`src/hdl/asr_pkg.sv`:
```
// Purpose: Shared constants for the acceleration sample readout registers
// Assumes: Byte-wide register space, 8-bit register addresses
// Notes: Offsets are byte addresses of single-byte registers
package asr_pkg;
   localparam int ASR_AW = 8;
   localparam int ASR_DW = 8;
   localparam int ASR_SW = 14;
   localparam int ASR_CW = 10;
   localparam logic [9:0] ASR_COUNT_MAX = 10'h200;

   // Register offsets
   localparam logic [7:0] ASR_OFS_X8 = 8'h08;
   localparam logic [7:0] ASR_OFS_Y8 = 8'h09;
   localparam logic [7:0] ASR_OFS_Z8 = 8'h0a;
   localparam logic [7:0] ASR_OFS_CNT_LO = 8'h0c;
   localparam logic [7:0] ASR_OFS_CNT_HI = 8'h0d;
   localparam logic [7:0] ASR_OFS_X_HI = 8'h0e;
   localparam logic [7:0] ASR_OFS_X_LO = 8'h0f;
   localparam logic [7:0] ASR_OFS_Y_HI = 8'h10;
   localparam logic [7:0] ASR_OFS_Y_LO = 8'h11;
   localparam logic [7:0] ASR_OFS_Z_HI = 8'h12;
   localparam logic [7:0] ASR_OFS_Z_LO = 8'h13;
   localparam logic [7:0] ASR_OFS_IRQ_STAT = 8'h20;
   localparam logic [7:0] ASR_OFS_IRQ_MASK = 8'h21;
   localparam logic [7:0] ASR_OFS_STATUS = 8'h22;

   // Interrupt status bits
   localparam int ASR_IRQ_READY = 0;
   localparam int ASR_IRQ_OVER = 1;
   localparam int ASR_IRQ_W = 2;

   localparam logic [7:0] ASR_RST_BYTE = 8'h00;
   localparam logic [1:0] ASR_PAD_ZERO = 2'h0;
   localparam logic [5:0] ASR_HI_PAD = 6'h00;

   typedef enum logic [1:0] {
      ASR_AX_X = 2'b00,
      ASR_AX_Y = 2'b01,
      ASR_AX_Z = 2'b10,
      ASR_AX_NONE = 2'b11
   } asr_axis_t;
endpackage

```
`src/hdl/asr_axis_hold.sv`:
```
// Purpose: One axis sample holder with high/low snapshot
// Assumes: Same clock as the register port
// Notes: The high read freezes the low half until the low read
`timescale 1ns/100ps
module asr_axis_hold (
   // Clock and reset
   input wire logic core_clk_i,
   input wire logic rstn_i,
   // New sample
   input wire logic load_i,
   input wire logic [13:0] sample_i,
   // Read events
   input wire logic read_hi_i,
   input wire logic read_lo_i,
   // Register views
   output logic [7:0] high_o,
   output logic [7:0] low_o,
   output logic [7:0] short_o
);
   import asr_pkg::*;

   typedef struct packed {
      logic [13:0] live;
      logic [5:0] low_snap;
      logic frozen;
   } asr_hold_t;

   asr_hold_t r;
   asr_hold_t next_r;

   always_comb begin
      next_r = r;
      if (load_i) begin
         next_r.live = sample_i;
      end
      // Latch the low bits of the same sample the high byte came from
      if (read_hi_i) begin
         next_r.low_snap = r.live[5:0];
         next_r.frozen = 1'b1;
      end else if (read_lo_i) begin
         next_r.frozen = 1'b0;
      end
      if (!rstn_i) begin
         next_r = '0;
      end
   end

   always_ff @(posedge core_clk_i) begin
      r <= next_r;
   end

   assign high_o = r.live[13:6];
   assign low_o = {(r.frozen ? r.low_snap : r.live[5:0]), ASR_PAD_ZERO};
   assign short_o = r.live[13:6];
endmodule

```
`src/hdl/asr_readout.sv`:
```
// Purpose: Read-only count and acceleration sample registers with data-ready
// Assumes: Samples and FIFO count come from logic on core_clk_i
// Notes: Register port answers every read one cycle later; writes go to irq regs only
//
// Added by the designer: the plain strobed port.
`timescale 1ns/100ps

// ----------------------------------------------------------------------------
// Readout register block
// ----------------------------------------------------------------------------
module asr_readout (
   // Clock and reset
   input wire logic core_clk_i,
   input wire logic rstn_i,
   // Sample source
   input wire logic sample_valid_i,
   input wire logic [asr_pkg::ASR_SW-1:0] x_sample_i,
   input wire logic [asr_pkg::ASR_SW-1:0] y_sample_i,
   input wire logic [asr_pkg::ASR_SW-1:0] z_sample_i,
   input wire logic [asr_pkg::ASR_CW-1:0] fifo_fill_count_i,
   // Register port
   input wire logic [asr_pkg::ASR_AW-1:0] reg_addr_i,
   input wire logic [asr_pkg::ASR_DW-1:0] reg_wdata_i,
   input wire logic reg_wr_i,
   input wire logic reg_rd_i,
   output logic [asr_pkg::ASR_DW-1:0] reg_rdata_o,
   // Status
   output logic data_ready_o,
   output logic irq_o
);
   import asr_pkg::*;

   // -------------------------------------------------------------------------
   // State
   // -------------------------------------------------------------------------
   typedef struct packed {
      logic [ASR_DW-1:0] rdata;
      logic [ASR_CW-1:0] count;
      logic ready;
      logic pend;
      logic in_read;
      asr_axis_t hi_axis;
      logic [ASR_IRQ_W-1:0] irq_stat;
      logic [ASR_IRQ_W-1:0] irq_mask;
      logic irq;
   } asr_state_t;

   asr_state_t r;
   asr_state_t next_r;

   logic [7:0] hi_v [3];
   logic [7:0] lo_v [3];
   logic [7:0] sh_v [3];
   logic [2:0] rd_hi;
   logic [2:0] rd_lo;
   logic data_rd;
   logic pair_done;
   logic [ASR_IRQ_W-1:0] irq_set;

   // -------------------------------------------------------------------------
   // Read decode
   // -------------------------------------------------------------------------
   assign rd_hi[0] = reg_rd_i && (reg_addr_i == ASR_OFS_X_HI);
   assign rd_hi[1] = reg_rd_i && (reg_addr_i == ASR_OFS_Y_HI);
   assign rd_hi[2] = reg_rd_i && (reg_addr_i == ASR_OFS_Z_HI);
   assign rd_lo[0] = reg_rd_i && (reg_addr_i == ASR_OFS_X_LO);
   assign rd_lo[1] = reg_rd_i && (reg_addr_i == ASR_OFS_Y_LO);
   assign rd_lo[2] = reg_rd_i && (reg_addr_i == ASR_OFS_Z_LO);
   // Any sample data register, 8-bit or 14-bit halves
   assign data_rd = reg_rd_i && (((reg_addr_i >= ASR_OFS_X8) && (reg_addr_i <= ASR_OFS_Z8))
                     || ((reg_addr_i >= ASR_OFS_X_HI) && (reg_addr_i <= ASR_OFS_Z_LO)));
   // Low read counts only when no other register access came between it and the matching high read
   assign pair_done = (rd_lo[0] && r.hi_axis == ASR_AX_X)
                    || (rd_lo[1] && r.hi_axis == ASR_AX_Y)
                    || (rd_lo[2] && r.hi_axis == ASR_AX_Z);

   // -------------------------------------------------------------------------
   // Axis holders
   // -------------------------------------------------------------------------
   for (genvar i = 0; i < 3; i++) begin : g_axis
      logic [ASR_SW-1:0] smp;
      assign smp = (i == 0) ? x_sample_i : ((i == 1) ? y_sample_i : z_sample_i);
      asr_axis_hold asr_axis_hold_inst (
         .core_clk_i(core_clk_i),
         .rstn_i(rstn_i),
         .load_i(sample_valid_i),
         .sample_i(smp),
         .read_hi_i(rd_hi[i]),
         .read_lo_i(rd_lo[i]),
         .high_o(hi_v[i]),
         .low_o(lo_v[i]),
         .short_o(sh_v[i])
      );
   end

   // -------------------------------------------------------------------------
   // Next state
   // -------------------------------------------------------------------------
   always_comb begin
      next_r = r;
      irq_set = '0;

      // Count clamped to the documented maximum
      if (sample_valid_i) begin
         next_r.count = (fifo_fill_count_i > ASR_COUNT_MAX) ? ASR_COUNT_MAX : fifo_fill_count_i;
      end

      // Pair tracking: only the access right after a high read can complete
      if (reg_rd_i) begin
         if (rd_hi[0]) begin
            next_r.hi_axis = ASR_AX_X;
         end else if (rd_hi[1]) begin
            next_r.hi_axis = ASR_AX_Y;
         end else if (rd_hi[2]) begin
            next_r.hi_axis = ASR_AX_Z;
         end else begin
            next_r.hi_axis = ASR_AX_NONE;
         end
      end else if (reg_wr_i) begin
         next_r.hi_axis = ASR_AX_NONE;
      end

      // Data-ready: a sample during a data read is held back until it ends
      next_r.in_read = data_rd;
      if (pair_done) begin
         next_r.ready = 1'b0;
      end
      if (sample_valid_i) begin
         if (data_rd) begin
            next_r.pend = 1'b1;
         end else begin
            // A fresh sample supersedes any deferred one, so it is flagged only once
            next_r.ready = 1'b1;
            next_r.pend = 1'b0;
            irq_set[ASR_IRQ_READY] = 1'b1;
            if (r.ready) begin
               irq_set[ASR_IRQ_OVER] = 1'b1;
            end
         end
      end else if (r.pend && !data_rd) begin
         next_r.ready = 1'b1;
         next_r.pend = 1'b0;
         irq_set[ASR_IRQ_READY] = 1'b1;
      end

      // Interrupt registers; set wins over write-one-to-clear
      if (reg_wr_i && reg_addr_i == ASR_OFS_IRQ_STAT) begin
         next_r.irq_stat = r.irq_stat & ~reg_wdata_i[ASR_IRQ_W-1:0];
      end
      if (reg_wr_i && reg_addr_i == ASR_OFS_IRQ_MASK) begin
         next_r.irq_mask = reg_wdata_i[ASR_IRQ_W-1:0];
      end
      next_r.irq_stat = next_r.irq_stat | irq_set;
      next_r.irq = |(next_r.irq_stat & next_r.irq_mask);

      // Read data, zero for unmapped addresses and outside reads
      next_r.rdata = ASR_RST_BYTE;
      if (reg_rd_i) begin
         case (reg_addr_i)
            ASR_OFS_X8: next_r.rdata = sh_v[0];
            ASR_OFS_Y8: next_r.rdata = sh_v[1];
            ASR_OFS_Z8: next_r.rdata = sh_v[2];
            ASR_OFS_CNT_LO: next_r.rdata = r.count[7:0];
            ASR_OFS_CNT_HI: next_r.rdata = {ASR_HI_PAD, r.count[9:8]};
            ASR_OFS_X_HI: next_r.rdata = hi_v[0];
            ASR_OFS_X_LO: next_r.rdata = lo_v[0];
            ASR_OFS_Y_HI: next_r.rdata = hi_v[1];
            ASR_OFS_Y_LO: next_r.rdata = lo_v[1];
            ASR_OFS_Z_HI: next_r.rdata = hi_v[2];
            ASR_OFS_Z_LO: next_r.rdata = lo_v[2];
            ASR_OFS_IRQ_STAT: next_r.rdata = {ASR_HI_PAD, r.irq_stat};
            ASR_OFS_IRQ_MASK: next_r.rdata = {ASR_HI_PAD, r.irq_mask};
            ASR_OFS_STATUS: next_r.rdata = {ASR_HI_PAD, r.pend, r.ready};
            default: next_r.rdata = ASR_RST_BYTE;
         endcase
      end

      if (!rstn_i) begin
         next_r = '0;
         next_r.hi_axis = ASR_AX_NONE;
      end
   end

   always_ff @(posedge core_clk_i) begin
      r <= next_r;
   end

   // -------------------------------------------------------------------------
   // Outputs
   // -------------------------------------------------------------------------
   assign reg_rdata_o = r.rdata;
   assign data_ready_o = r.ready;
   assign irq_o = r.irq;
endmodule

```
`config.mk`:
```
export PLATFORM = sky130hd
export DESIGN_NAME = asr_readout
export DESIGN_NICKNAME = d
export VERILOG_FILES = /design/src/hdl/asr_pkg.sv /design/src/hdl/asr_axis_hold.sv /design/src/hdl/asr_readout.sv
export SDC_FILE = /design/constraint.sdc
export NUM_CORES = 1
export LEC_CHECK = 0
export BUFFER_PORTS_ARGS = -buffer_cell sky130_fd_sc_hd__buf_2
export CAP_MARGIN = 15
export CORE_MARGIN = 1
export CORE_UTILIZATION = 57
export CTS_BUF_LIST = sky130_fd_sc_hd__clkbuf_2
export CTS_CLUSTER_SIZE = 16
export DETAILED_ROUTE_END_ITERATION = 16
export GPL_ROUTABILITY_DRIVEN = 0
export HOLD_SLACK_MARGIN = 0.06
export PLACE_DENSITY = 0.82
export SYNTH_ARGS = -nofsm -noshare
export SYNTH_HDL_FRONTEND = slang
export SYNTH_SLANG_ARGS = --single-unit
export TNS_END_PERCENT = 20
```
`constraint.sdc`:
```
create_clock -name core_clk_i -period 1.9 [get_ports core_clk_i]
set_input_delay 0.19 -clock core_clk_i [delete_from_list [all_inputs] [get_ports core_clk_i]]
set_output_delay 0.19 -clock core_clk_i [all_outputs]
set_load 0.01 [all_outputs]
```
# Yosys cells after proc, flatten, opt, wreduce, memory -nomap -nowiden
# Cells that the tools add are included.
# classes
bitwise_logic	4
order_cmp	5
muxes	28
n_reduce_logical	30
n_eq_ne	16
# ops
operator	count
$pmux W8 S11	1
$eq A8 B4 Y1 const B	7
$eq A8 B5 Y1 const B	4
$eq A8 B6 Y1 const B	3
$mux W2	9
$mux W6	3
$ge A8 B4 Y1 const B	2
$logic_and A1 B1 Y1	15
$mux W1	14
$gt A10 B10 Y1 const B	1
$mux W10	1
$reduce_bool A2 Y1	5
$le A8 B4 Y1 const B	1
$le A8 B5 Y1 const B	1
$reduce_or A2 Y1	4
$and A2 B2 Y2	2
$logic_or A1 B1 Y1	3
$eq A2 B1 Y1 const B	1
$eq A2 B2 Y1 const B	1
$logic_not A2 Y1	1
$not A2 Y2	1
$or A2 B2 Y2	1
$reduce_and A2 Y1	1
$logic_not A1 Y1	1
# word_totals
word_cells	100
reg_bits	90
in_bits	73

# Depth between registers and ports, before layout
# Gate-level depths: netlist of the first run.
# logic_depth
ltp_word	11
depth_mapped	6

# Hierarchy
# A second synthesis of the first run with hierarchy kept.
# unflattened
cells_unflattened	540
hier_area_um2	5059.9
# by_module_without_submodules
mod	cells_each	seq_area_each_um2	n_inst	area_per_inst_um2
asr_axis_hold	94	420.4	3	1014.7
asr_readout	258	540.5	1	2015.7

# Worst setup path after synthesis of the first run
# Ideal clock, no wire load.
# synth_timing
path_type	input to register
start	in reg_addr_i[1] in the netlist's numbering
end	reg r (netlist bit irq_o)
t_required_ns	1.762
n_path_buf	2
slack_ns	0.504
setup_time_ns	0.138
arrival_ns	1.258
cell_stages	6
path_cell_list	clkbuf_2 -> buf_6 -> nor3b_1 -> nand4_1 -> a221oi_1 -> o32ai_1
# synth_between
elab_chain_len	11
word_cells_on_any_way	23
cone_classes	order compare (4); eq/ne (2); mux (6); bitwise (2); reduce/logical (9)
# synth_lines
item	line	source
from (decl)	asr_readout.sv:22	input wire logic [asr_pkg::ASR_AW-1:0] reg_addr_i,
$ge A8 B4 Y1, or another cell as far along	asr_readout.sv:70	assign data_rd = reg_rd_i && (((reg_addr_i >= ASR_OFS_X8) && (reg_addr_i <= ASR_OFS_Z8))
$logic_and A1 B1 Y1 (on tied branches)	asr_readout.sv:70, asr_readout.sv:71	
$logic_or A1 B1 Y1	asr_readout.sv:71	|| ((reg_addr_i >= ASR_OFS_X_HI) && (reg_addr_i <= ASR_OFS_Z_LO)));
$logic_and A1 B1 Y1	asr_readout.sv:70	
$logic_not A1 Y1	asr_readout.sv:140	end else if (r.pend && !data_rd) begin
$logic_and A1 B1 Y1	asr_readout.sv:140	
$mux W1	asr_readout.sv:140	
$mux W1	asr_readout.sv:128	if (sample_valid_i) begin
$or A2 B2 Y2	asr_readout.sv:153	next_r.irq_stat = next_r.irq_stat | irq_set;
$and A2 B2 Y2 *	asr_readout.sv:154	next_r.irq = |(next_r.irq_stat & next_r.irq_mask);
$reduce_or A2 Y1 *	asr_readout.sv:154	
to (signal assigned)	asr_readout.sv:185	r <= next_r;
to (decl)	asr_readout.sv:48	asr_state_t r;
# Mark *: on every way between the ends. The rest lies on a longest branch, timed or not.
# A chain may end at the register's enable or synchronous reset.

# Worst setup path after layout of the first run
# layout_timing
start	in reg_rd_i
end	reg r[6] in the netlist's numbering
# layout_between
elab_chain_len	4
word_cells_on_any_way	6
cone_classes	mux (3); reduce/logical (3)
# layout_lines
item	line	source
from (decl)	asr_readout.sv:25	input wire logic reg_rd_i,
$logic_and A1 B1 Y1	asr_readout.sv:64	assign rd_hi[1] = reg_rd_i && (reg_addr_i == ASR_OFS_Y_HI);
$mux W2	asr_readout.sv:112	end else if (rd_hi[1]) begin
$mux W2	asr_readout.sv:110	if (rd_hi[0]) begin
$mux W2	asr_readout.sv:109	if (reg_rd_i) begin
# Several ways; a longest one is shown, not always the timed one.

==> results of run 1 <==
[registers in the layout, summed over array words and instances, names as in the netlist]
register / count
g_axis.asr_axis_hold_inst.r: 39
g_axis.asr_axis_hold_inst.high_o: 24
data_ready_o: 1
r: 17
irq_o: 1
reg_rdata_o: 8
[per-layer routing]
layer	wire length (um)	part of all wire [%]	global-route usage, %	vias up
met5	0	0	0	-
met4	363	3.4	13.64	0
met3	748	7.0	6.762	42
met2	5300	49	49.93	182
met1	4323	40	35.90	1760
li1	-	-	-	1752
[Yosys cell counts, drive strengths merged (3+ instances only)]
cell     count
a21oi       13
a22oi       16
a31oi       10
and2         3
buf         24
clkbuf      15
dfxtp       90
inv          5
mux2i       84
nand2       19
nand2b      10
nand3        3
nand3b       8
nand4        8
nor2        72
nor2b        3
nor3b        3
o21ai        4
o22ai        6
o2bb2ai      7
[path summary, 6_finish.rpt]
check	to	slack (ps)	depth (start not counted)
hold / removal	r[4]$_SDFF_PN0_	70	5
setup / recovery	r[6]$_SDFFE_PN1P_	50	6
hold reg to reg	r[18]$_SDFFE_PN0P_	500	2
setup reg to reg	r[6]$_SDFFE_PN1P_	350	3
[power groups by stage]
stage / sequential [W] / combinational, W / clock [W]
2_1_floorplan: 0.00203 / 0.000242 / 0
3_3_place_gp: 0.00204 / 0.000356 / 0
3_5_place_dp: 0.00204 / 0.000369 / 0
4_1_cts: 0.00201 / 0.000469 / 0.00109
5_1_grt: 0.00202 / 0.000521 / 0.00119
6_report: 0.00201 / 0.000484 / 0.00110
[cell families (layout without fill, tap and decap cells)]
group                  Yosys count  after routing  synth area share, %
AO/OA/AOI/OAI                   67             67                11.33
XOR/XNOR                         2              2               0.4286
buffers and inverters           44            168                5.571
flip-flops                      90             90                44.08
multiplexers                    85             85                20.84
AND/OR/NAND/NOR                140            140                17.75
[worst reg2reg max path, cell delays in order (launching register included)]
cell,delay [ps]
dfxtp_1,390
o311ai_0,430
nand2_1,100
dlygate4sd3_1,570
[layout make-up]
cell class / instances / share of cell area [%]
multi-input cells: 294 / 39.29
flip-flops and latches: 90 / 34.39
repair buffers: 147 / 21.07
well taps: 96 / 2.293
clock inverters: 7 / 1.743
clock buffers: 9 / 0.8598
inverters: 5 / 0.3583
[stage by stage]
stage / hold WS, ps / power [W] / instances / worst slack, ps / util (%)
floorplan: 336.9 / 0.002270 / 428 / 504.0 / -
global placement: 422.5 / 0.002395 / 566 / 291.4 / 64.66
detailed placement: 431.6 / 0.002411 / 566 / 247.0 / 64.66
CTS: 78.64 / 0.003568 / 648 / 182.3 / 76.27
global route: 61.49 / 0.003728 / 648 / 58.42 / 76.27
finish: 66.04 / 0.003594 / 648 / 48.15 / 76.27
==> metrics.yaml, run 1 <==
setup_path:
  critical_path.max_stage_delay_ps: 560
  cp-start-kind: "primary input"
  cp_data_required_time_ps: 2390
  worstReg2RegStart: "r[6]$_SDFFE_PN1P_"
  cp_num_buf_inv: 3
  cpLargestDelayFamily: "buffers and inverters"
  endpoint_kind: "register"
  crit_top_cell: "dlygate4sd3_1"
  critical_path.startpoint: "reg_rd_i"
  slowest_stage: "dlygate4sd3_1"
  critical_path_class: "in2reg"
  crit_arrival_ps: 2340
  crit_path_cell_trace: "dlygate4sd3_1 -> buf_2 -> nand4_2 -> o311ai_0 -> nand2_1 -> dlygate4sd3_1"
  crit_fanout: 12
synthesis:
  netlist_area_um2: 4088
  synthFlopType: "dfxtp_1"
  synth_cells: 428
  synth_top_area_share_pct: 44.08
  synth_top_area_cell: "dfxtp_1"
  yosysWarnings: 0
  synth_edf_count: 0
  avgSynthCellArea_um2: 9.551
  synth.distinct_cells: 48
  syn-num-nets: 501
  ys_seq_area_share_pct: 44.08
  ys_ff_latch: 90
  async_flop_share_pct: 0
  yosys-top-cells-area: "dfxtp_1 (44%), mux2i_1 (21%), nor2_1 (6.6%), a22oi_1 (2.9%), nand2_1 (1.7%)"
sta:
  setup_viol: 0
  fin_crit_sh_pct: 97.47
  rsz0062_at_grt: "no"
  setup_tns_ps: 0
  hold_violations: 0
  slew-limit-headroom_pct: 65.74
  finalCriticalPeriod_ps: 1852
  fmax_ghz: 0.5400
  worst_clock_skew_ps: 31.33
  worst_pin_slew_ps: 513.1
  slew_violations: 0
clock_tree:
  cts-root-buf: "clkbuf_2"
  cts_buffer_depth: 2
  clk_pin_slew_ps: 250
  clkLatencyLatePin_ps: 560
  postCtsSetupBuffers: 0
  cts_tree: "yes"
  h-tree-depth: 3
  numCtsBuffers: 9
  cts_resized: 0
  hold_buffers: 66
  cts.sinks: 90
pwr:
  combPwrFrac_pct: 13.5
  power.density_nw_per_um2: 686.0
  sw_frac_of_total_pct: 26.22
  leakage_nw: 2.286
  ir_drop_mv: 0.3853
  p_switching_w: 0.0009424
  clkPwrFrac_pct: 30.6
  p_seq_share_pct: 55.9
  internal_power_w: 0.002651
global_route:
  overflow: 0
  antenna_found_initial: 0
  grt_pass1_wl_um: 17080
  grt.total_usage_pct: 29.58
  first_global_vias: 3629
  grt_max_degree: 51
floorplan:
  fp-row-count: 30
  num_io_pins: 83
  dieArea_um2: 7514
  coreArea_um2: 6869
  start_util_pct: 59.51
  die_h_um: 86.69
  die_w_um: 86.69
route:
  post-route-drc-count: 0
  drt_first_iter_violations: 424
  firstDrtPassIters: 5
  wl_per_cell_um: 16.57
  wl_um: 10740
  drtAntennaViolNets: 0
  vias: 3736
  vias_per_cell: 5.765
layout:
  final_common_cell: "dfxtp_1"
  multiInputGateArea_um2: 2058
  area_growth_pct: 28.16
  diodes: 0
  num-fill-cells: 464
  drive_above_1_share_pct: 18.84
  nets: 620
  final_cell_mix: "dfxtp_1 (90), mux2i_1 (84), buf_2 (76), nor2_1 (72), dlygate4sd3_1 (66)"
  regArea_um2: 1802
  stdcell_area_um2: 5239
placement:
  numPortBuffers: 76
  dpl.hpwl_um: 6624
  placed_cell_area_um2: 4442
min_path:
  hp-start: "reg_addr_i[7]"
  hold_path.class: "in2reg"
run_status:
  status: "finished, final reports clean"
flow_run:
  drv_cap: 0
No activity file was read; power rests on OpenSTA's default activity.
==> run 2: changes to the inputs <==
- ABC_AREA: not set -> 1
==> run 2 against run 1 <==
Total power is 6.3% lower. Core utilization is 2.0 points higher. Cell count is 31% higher. Sequential share of layout area is 1.4 points lower. Largest cell class unchanged.
==> metrics.yaml, run 2 <==
layout:
  num-fill-cells: 519  # +12%
  largest_register: "g_axis.asr_axis_hold_inst.r"
  drive_above_1_share_pct: 19.23  # +0.39 points
  nets: 823  # +33%
  multiInputGateArea_um2: 2036  # -1.1%
  diodes: 0  # unchanged
  largest_register_ffs: 39  # unchanged
  area_growth_pct: 29.75
  regArea_um2: 1802  # unchanged
  final_common_cell: "nand2_1"
  final_cell_mix: "nand2_1 (113), nor2_1 (91), dfxtp_1 (90), o21ai_0 (82), dlygate4sd3_1 (77)"
setup_path:
  worstReg2RegStart: "g_axis[2].asr_axis_hold_inst.r[0]$_SDFFE_PN0P_"
  r2r_end: "reg_rdata_o[3]$_SDFF_PN0_"
  crit_fanout: 6  # -6
  endpoint_kind: "register"
  critical_path.startpoint: "reg_wr_i"
  crit_arrival_ps: 2320  # -20 ps
  cp-start-kind: "primary input"
  cp-endpoint: "r[1]$_SDFF_PN0_"
  rrSetupSlack_ps: 540  # +190 ps
  cp_data_required_time_ps: 2410  # +20 ps
  reg2regPathDepth: 7  # +4
  critical_path_class: "in2reg"
floorplan:
  start_util_pct: 60.36  # +0.85 points
  dieArea_um2: 7740  # +3.0%
  die_w_um: 87.98  # +1.5%
  fp-row-count: 30  # unchanged
  die_h_um: 87.98  # +1.5%
  num_io_pins: 83  # unchanged
  coreArea_um2: 6982  # +1.6%
synthesis:
  ys_ff_latch: 90  # unchanged
  netlist_area_um2: 4214  # +3.1%
  yosysMostFrequentCell: "nand2_1"
  async_flop_share_pct: 0  # unchanged
  synth_edf_count: 0  # unchanged
  synth_top_area_cell: "dfxtp_1"
  ys_top_cells_by_count: "nand2_1 (113), nor2_1 (91), dfxtp_1 (90)"
  synthFlopType: "dfxtp_1"
  yosys-top-cells-area: "dfxtp_1 (43%), nand2_1 (10%), o21ai_0 (9.7%), nor2_1 (8.1%), a21oi_1 (6.9%)"
  ys_seq_area_share_pct: 42.76  # -1.3 points
  yosysWarnings: 0  # unchanged
  synth_cells: 614  # +43%
  synth.distinct_cells: 24  # -50%
  synth_top_area_share_pct: 42.76  # -1.3 points
  syn-num-nets: 687  # +37%
  avgSynthCellArea_um2: 6.863  # -28%
sta:
  finalCriticalPeriod_ps: 1808  # -44.01 ps
  worst_pin_slew_ps: 433.8  # -79.33 ps
  setup_viol: 0  # unchanged
  layout_setup_ws_ps: 92.16  # +44.01 ps
  slew_violations: 0  # unchanged
  slew-limit-headroom_pct: 71.08  # +5.3 points
  hold_violations: 0  # unchanged
  rsz0062_at_grt: "no"
  setup_tns_ps: 0  # unchanged
  worst_clock_skew_ps: 28.16  # -3.165 ps
  fmax_ghz: 0.5531  # +2.4%
  fin_crit_sh_pct: 95.15  # -2.3 points
clock_tree:
  cts-root-buf: "clkbuf_2"
  cts.sinks: 90  # unchanged
  cts_buffer_depth: 2  # unchanged
  clkLatencyLatePin_ps: 560  # about the same
  numCtsBuffers: 9  # unchanged
  clk_pin_slew_ps: 260  # about the same
  h-tree-depth: 3  # unchanged
  cts_tree: "yes"
placement:
  dpl.hpwl_um: 7292  # +10%
  post-place-ws_ps: 445.1  # +198.2 ps
  numPortBuffers: 76  # unchanged
global_route:
  first_global_vias: 4333  # +19%
  overflow: 0  # unchanged
  grt_pass1_wl_um: 19130  # +12%
  grt_max_degree: 53  # +3.9%
  grt.total_usage_pct: 32.09  # +2.5 points
  antenna_found_initial: 0  # unchanged
route:
  vias: 4497  # +20%
  firstDrtPassIters: 5  # unchanged
  post-route-drc-count: 0  # unchanged
  wl_um: 11770  # +9.6%
  wl_per_cell_um: 13.85  # -16%
  vias_per_cell: 5.291  # -8.2%
  drtAntennaViolNets: 0  # unchanged
  drt_first_iter_violations: 393  # -7.3%
min_path:
  hold_path.class: "in2reg"
pwr:
  leakage_nw: 2.389  # +4.5%
  power.density_nw_per_um2: 615.6  # -10%
  ir_drop_mv: 0.5079  # +32%
flow_run:
  drv_cap: 0  # unchanged
run_status:
  status: "finished, final reports clean"
run 2: metrics by stage:
step	std cells	utilization, %	hold WS (ps)	total power, W	instance area (um2)
2_1_floorplan	614	-	324.9	0.002267	4214
3_3_place_gp	758	65.97	410.8	0.002404	4606
3_5_place_dp	758	65.97	415.7	0.002420	4606
4_1_cts	850	78.26	64.67	0.003351	5464
5_1_grt	850	78.32	91.57	0.003515	5468
6_report	850	78.32	75.73	0.003366	5468
run 2: worst max-delay path, cell delays in order:
cell and delay [ps]:
dlygate4sd3_1 540, buf_2 170, nand4_1 90, dlygate4sd3_1 580, a21oi_1 180, dlygate4sd3_1 570
run 2: how the worst min path moves through the flow:
stage | end | start | cells after the start | slack (ps)
final | g_axis[0].asr_axis_hold_inst.high_o[6]$_SDFFE_PN0P_ | sample_valid_i | 4 | 80
after global routing | g_axis[0].asr_axis_hold_inst.high_o[6]$_SDFFE_PN0P_ | sample_valid_i | 4 | 90
after CTS | g_axis[0].asr_axis_hold_inst.high_o[6]$_SDFFE_PN0P_ | sample_valid_i | 4 | 60
after detailed placement | g_axis[2].asr_axis_hold_inst.high_o[1]$_SDFFE_PN0P_ | z_sample_i[7] | 3 | 420
after global placement | g_axis[2].asr_axis_hold_inst.high_o[0]$_SDFFE_PN0P_ | z_sample_i[6] | 3 | 410
after floorplan | g_axis[0].asr_axis_hold_inst.r[10]$_SDFFE_PN0P_ | x_sample_i[3] | 2 | 320
run 2: cell families after synthesis:
kind of cell / Yosys count / synth area share [%]
compound gates: 152 / 18.23
buf+inv: 90 / 8.937
flops: 90 / 42.76
simple gates: 282 / 30.08
run 2: repair_timing:
| action | 4_1_cts | 5_1_grt |
|---|---|---|
| setup buffers | 0 | 0 |
| gates resized for setup | 0 | 1 |
| hold buffers | 77 | 0 |
| endpoints found under the setup margin | 0 | 1 |
| endpoints found under the hold margin | 64 | 0 |
run 2: power by group:
group / leakage [nW] / internal [W] / switching (W)
Combinational: 1.60 / 0.000243 / 0.000268
Sequential: 0.739 / 0.00198 / 0.0000422
Clock: 0.0546 / 0.000169 / 0.000668
Total: 2.39 / 0.00239 / 0.000979
run 2: layout make-up:
cell class | count | area share (%)
multi-input cells | 434 | 37.23
flip-flops and latches | 90 | 32.95
repair buffers | 159 | 22.11
clock inverters | 6 | 0.7780
clock buffers | 9 | 0.8238
well taps | 96 | 2.197
inverters | 56 | 3.913
run 2: per-layer routing:
layer	GRT usage (%)	wire length (um)	part of all wire, %	vias up
met5	0	0	0	-
met2	57.58	5797	49	187
li1	-	-	-	2248
met1	37.16	4899	42	2031
met4	11.48	311	2.6	0
met3	7.540	762	6.5	31
==> run 3: changes to the inputs <==
==> constraint.sdc (replaced) <==
create_clock -name core_clk_i -period 1.9 [get_ports core_clk_i]
set_input_delay 0.095 -clock core_clk_i [delete_from_list [all_inputs] [get_ports core_clk_i]]
set_output_delay 0.095 -clock core_clk_i [all_outputs]
set_load 0.01 [all_outputs]
==> run 3 against run 2 <==
Cell count rose by 2.2%. Worst hold slack improved by 4.7 ps. Register-to-register slack worse by 70 ps. Clock skew rose by 12 ps. Setup slack lost 64 ps. Fmax decreased by 3.4%. Largest cell class unchanged.
==> metrics.yaml, run 3 (same netlist as run 2, synthesis figures left out) <==
global_route:
  grt_pass1_wl_um: 20500  # +7.1%
  grt.total_usage_pct: 34.46  # +2.4 points
  overflow: 0  # unchanged
  grt_max_degree: 49  # -7.5%
  first_global_vias: 4625  # +6.7%
  antenna_found_initial: 0  # unchanged
pwr:
  leakage_nw: 2.490  # +4.2%
  finalPower_w: 0.003577  # +6.3%
  power.density_nw_per_um2: 629.1  # +2.2%
  ir_drop_mv: 0.3997  # -21%
clock_tree:
  cts_buffer_depth: 2  # unchanged
  cts-root-buf: "clkbuf_2"
  h-tree-depth: 3  # unchanged
  cts.sinks: 90  # unchanged
  clk_pin_slew_ps: 240  # -20 ps
  cts_tree: "yes"
  clkLatencyLatePin_ps: 550  # about the same
  numCtsBuffers: 9  # unchanged
setup_path:
  worstReg2RegStart: "data_ready_o$_SDFF_PN0_"
  slowest_stage: "dlygate4sd3_1"
  crit_arrival_ps: 2330  # about the same
  cp_num_buf_inv: 4  # unchanged
  crit_top_cell: "nand2_1"
  cp-start-kind: "primary input"
  rrSetupSlack_ps: 470  # -70 ps
  reg2regPathDepth: 3  # -4
  critical_path.max_stage_delay_ps: 590  # about the same
  critical_path_class: "in2reg"
  r2r_end: "r[4]$_SDFF_PN0_"
  crit_path_cell_trace: "buf_2 -> dlygate4sd3_1 -> inv_2 -> nand2_1 -> dlygate4sd3_1 -> nor2_4 -> nand2_1 -> nand2_4 -> nand2_1 -> nand2_1 -> nor2_1 -> a21oi_1"
  crit_fanout: 8  # +2
  endpoint_kind: "register"
  cpLargestDelayFamily: "buffers and inverters"
  cp_data_required_time_ps: 2360  # -50 ps
min_path:
  hp-start: "reg_addr_i[0]"
  whs_path_depth: 6  # +2
  hold_end: "g_axis[1].asr_axis_hold_inst.r[0]$_SDFFE_PN0P_"
  hold_path.class: "in2reg"
sta:
  rsz0062_at_grt: "yes"
  slew-limit-headroom_pct: 72.68  # +1.6 points
  slew_violations: 0  # unchanged
  fmax_ghz: 0.5342  # -3.4%
  fin_crit_sh_pct: 98.52  # +3.4 points
  setup_viol: 0  # unchanged
  fin_hold_ws_ps: 80.43  # +4.694 ps
  finalCriticalPeriod_ps: 1872  # +63.97 ps
  worst_pin_slew_ps: 408.5  # -25.31 ps
  hold_violations: 0  # unchanged
  worst_clock_skew_ps: 40.35  # +12.19 ps
route:
  drt_first_iter_violations: 451  # +15%
  wl_um: 12890  # +9.5%
  vias: 4757  # +5.8%
  drtAntennaViolNets: 0  # unchanged
  firstDrtPassIters: 5  # unchanged
  post-route-drc-count: 0  # unchanged
  wl_per_cell_um: 14.83  # +7.1%
  vias_per_cell: 5.474  # +3.5%
layout:
  final_cell_mix: "nand2_1 (113), dlygate4sd3_1 (95), nor2_1 (91), dfxtp_1 (90), o21ai_0 (82)"
  drive_above_1_share_pct: 18.76  # -0.47 points
  largest_register: "g_axis.asr_axis_hold_inst.r"
  largest_register_ffs: 39  # unchanged
  nets: 841  # +2.2%
  diodes: 0  # unchanged
  stdcell_area_um2: 5687  # +4.0%
  area_growth_pct: 34.95
  final_common_cell: "nand2_1"
floorplan:
  fp-row-count: 30  # unchanged
  die_w_um: 87.98  # unchanged
  die_h_um: 87.98  # unchanged
  num_io_pins: 83  # unchanged
  dieArea_um2: 7740  # unchanged
  start_util_pct: 60.36  # unchanged
  coreArea_um2: 6982  # unchanged
placement:
  placed_cell_area_um2: 4586  # -0.43%
  numPortBuffers: 76  # unchanged
  dpl.hpwl_um: 7515  # +3.1%
flow_run:
  drv_cap: 0  # unchanged
run_status:
  status: "finished, final reports clean"
## run 3: how the worst max path moves through the flow
stage / from / end / slack (ps) / depth (start not counted)
final: reg_addr_i[5] / reg_rdata_o[0]$_SDFF_PN0_ / 30 / 12
after global routing: reg_addr_i[5] / reg_rdata_o[0]$_SDFF_PN0_ / -50 / 12
after CTS: reg_addr_i[5] / g_axis[2].asr_axis_hold_inst.r[1]$_SDFFE_PN0P_ / 60 / 9
after detailed placement: reg_addr_i[6] / reg_rdata_o[6]$_SDFF_PN0_ / 520 / 10
after global placement: reg_addr_i[6] / reg_rdata_o[6]$_SDFF_PN0_ / 540 / 10
after floorplan: g_axis[2].asr_axis_hold_inst.r[0]$_SDFFE_PN0P_ / reg_rdata_o[3]$_SDFF_PN0_ / 740 / 8
## run 3: final cells by class
| cell class | instances | area [um2] |
|---|---|---|
| clock buffer | 10 | 50.05 |
| clock inverter | 6 | 72.57 |
| fill | 453 | 1295 |
| inverter | 56 | 210.2 |
| multi-input combinational | 434 | 2051 |
| sequential | 90 | 1802 |
| tap | 96 | 120.1 |
| timing repair buffer | 177 | 1381 |
## run 3: metal layers
metal / part of all wire (%) / vias up / GRT usage, %
met2: 51 / 233 / 62.86
met1: 39 / 2184 / 38.16
met4: 3.3 / 0 / 18.03
li1: - / 2291 / -
met5: 0 / - / 0
met3: 6.7 / 49 / 5.938
## run 3: per-stage QoR
step | util [%] | setup TNS (ps) | cells | setup WS (ps)
after floorplan | - | 0 | 614 | 736.9
after global placement | 65.68 | 0 | 757 | 541.1
after detailed placement | 65.68 | 0 | 757 | 524.9
after CTS | 81.06 | 0 | 868 | 62.13
after global routing | 81.45 | -122.8 | 869 | -52.41
final | 81.45 | 0 | 869 | 28.19
## run 3: worst min-delay path, cell delays in order
cell,delay (ps)
buf_2,150
nor2_1,50
nand2_1,80
inv_2,60
nand3_2,90
a21oi_1,70
## run 3: timing repair
item | in CTS | in global routing
hold endpoints to repair | 71 | 0
hold buffers | 95 | 0
buffers inserted | 0 | 1
gates resized for setup | 0 | 5
endpoints found under the setup margin | 0 | 15
## run 3: where the power goes
group | switching [W] | internal [W]
combinational | 0.000285 | 0.000265
clock | 0.000685 | 0.000324
sequential | 0.0000427 | 0.00198
total | 0.00101 | 0.00256
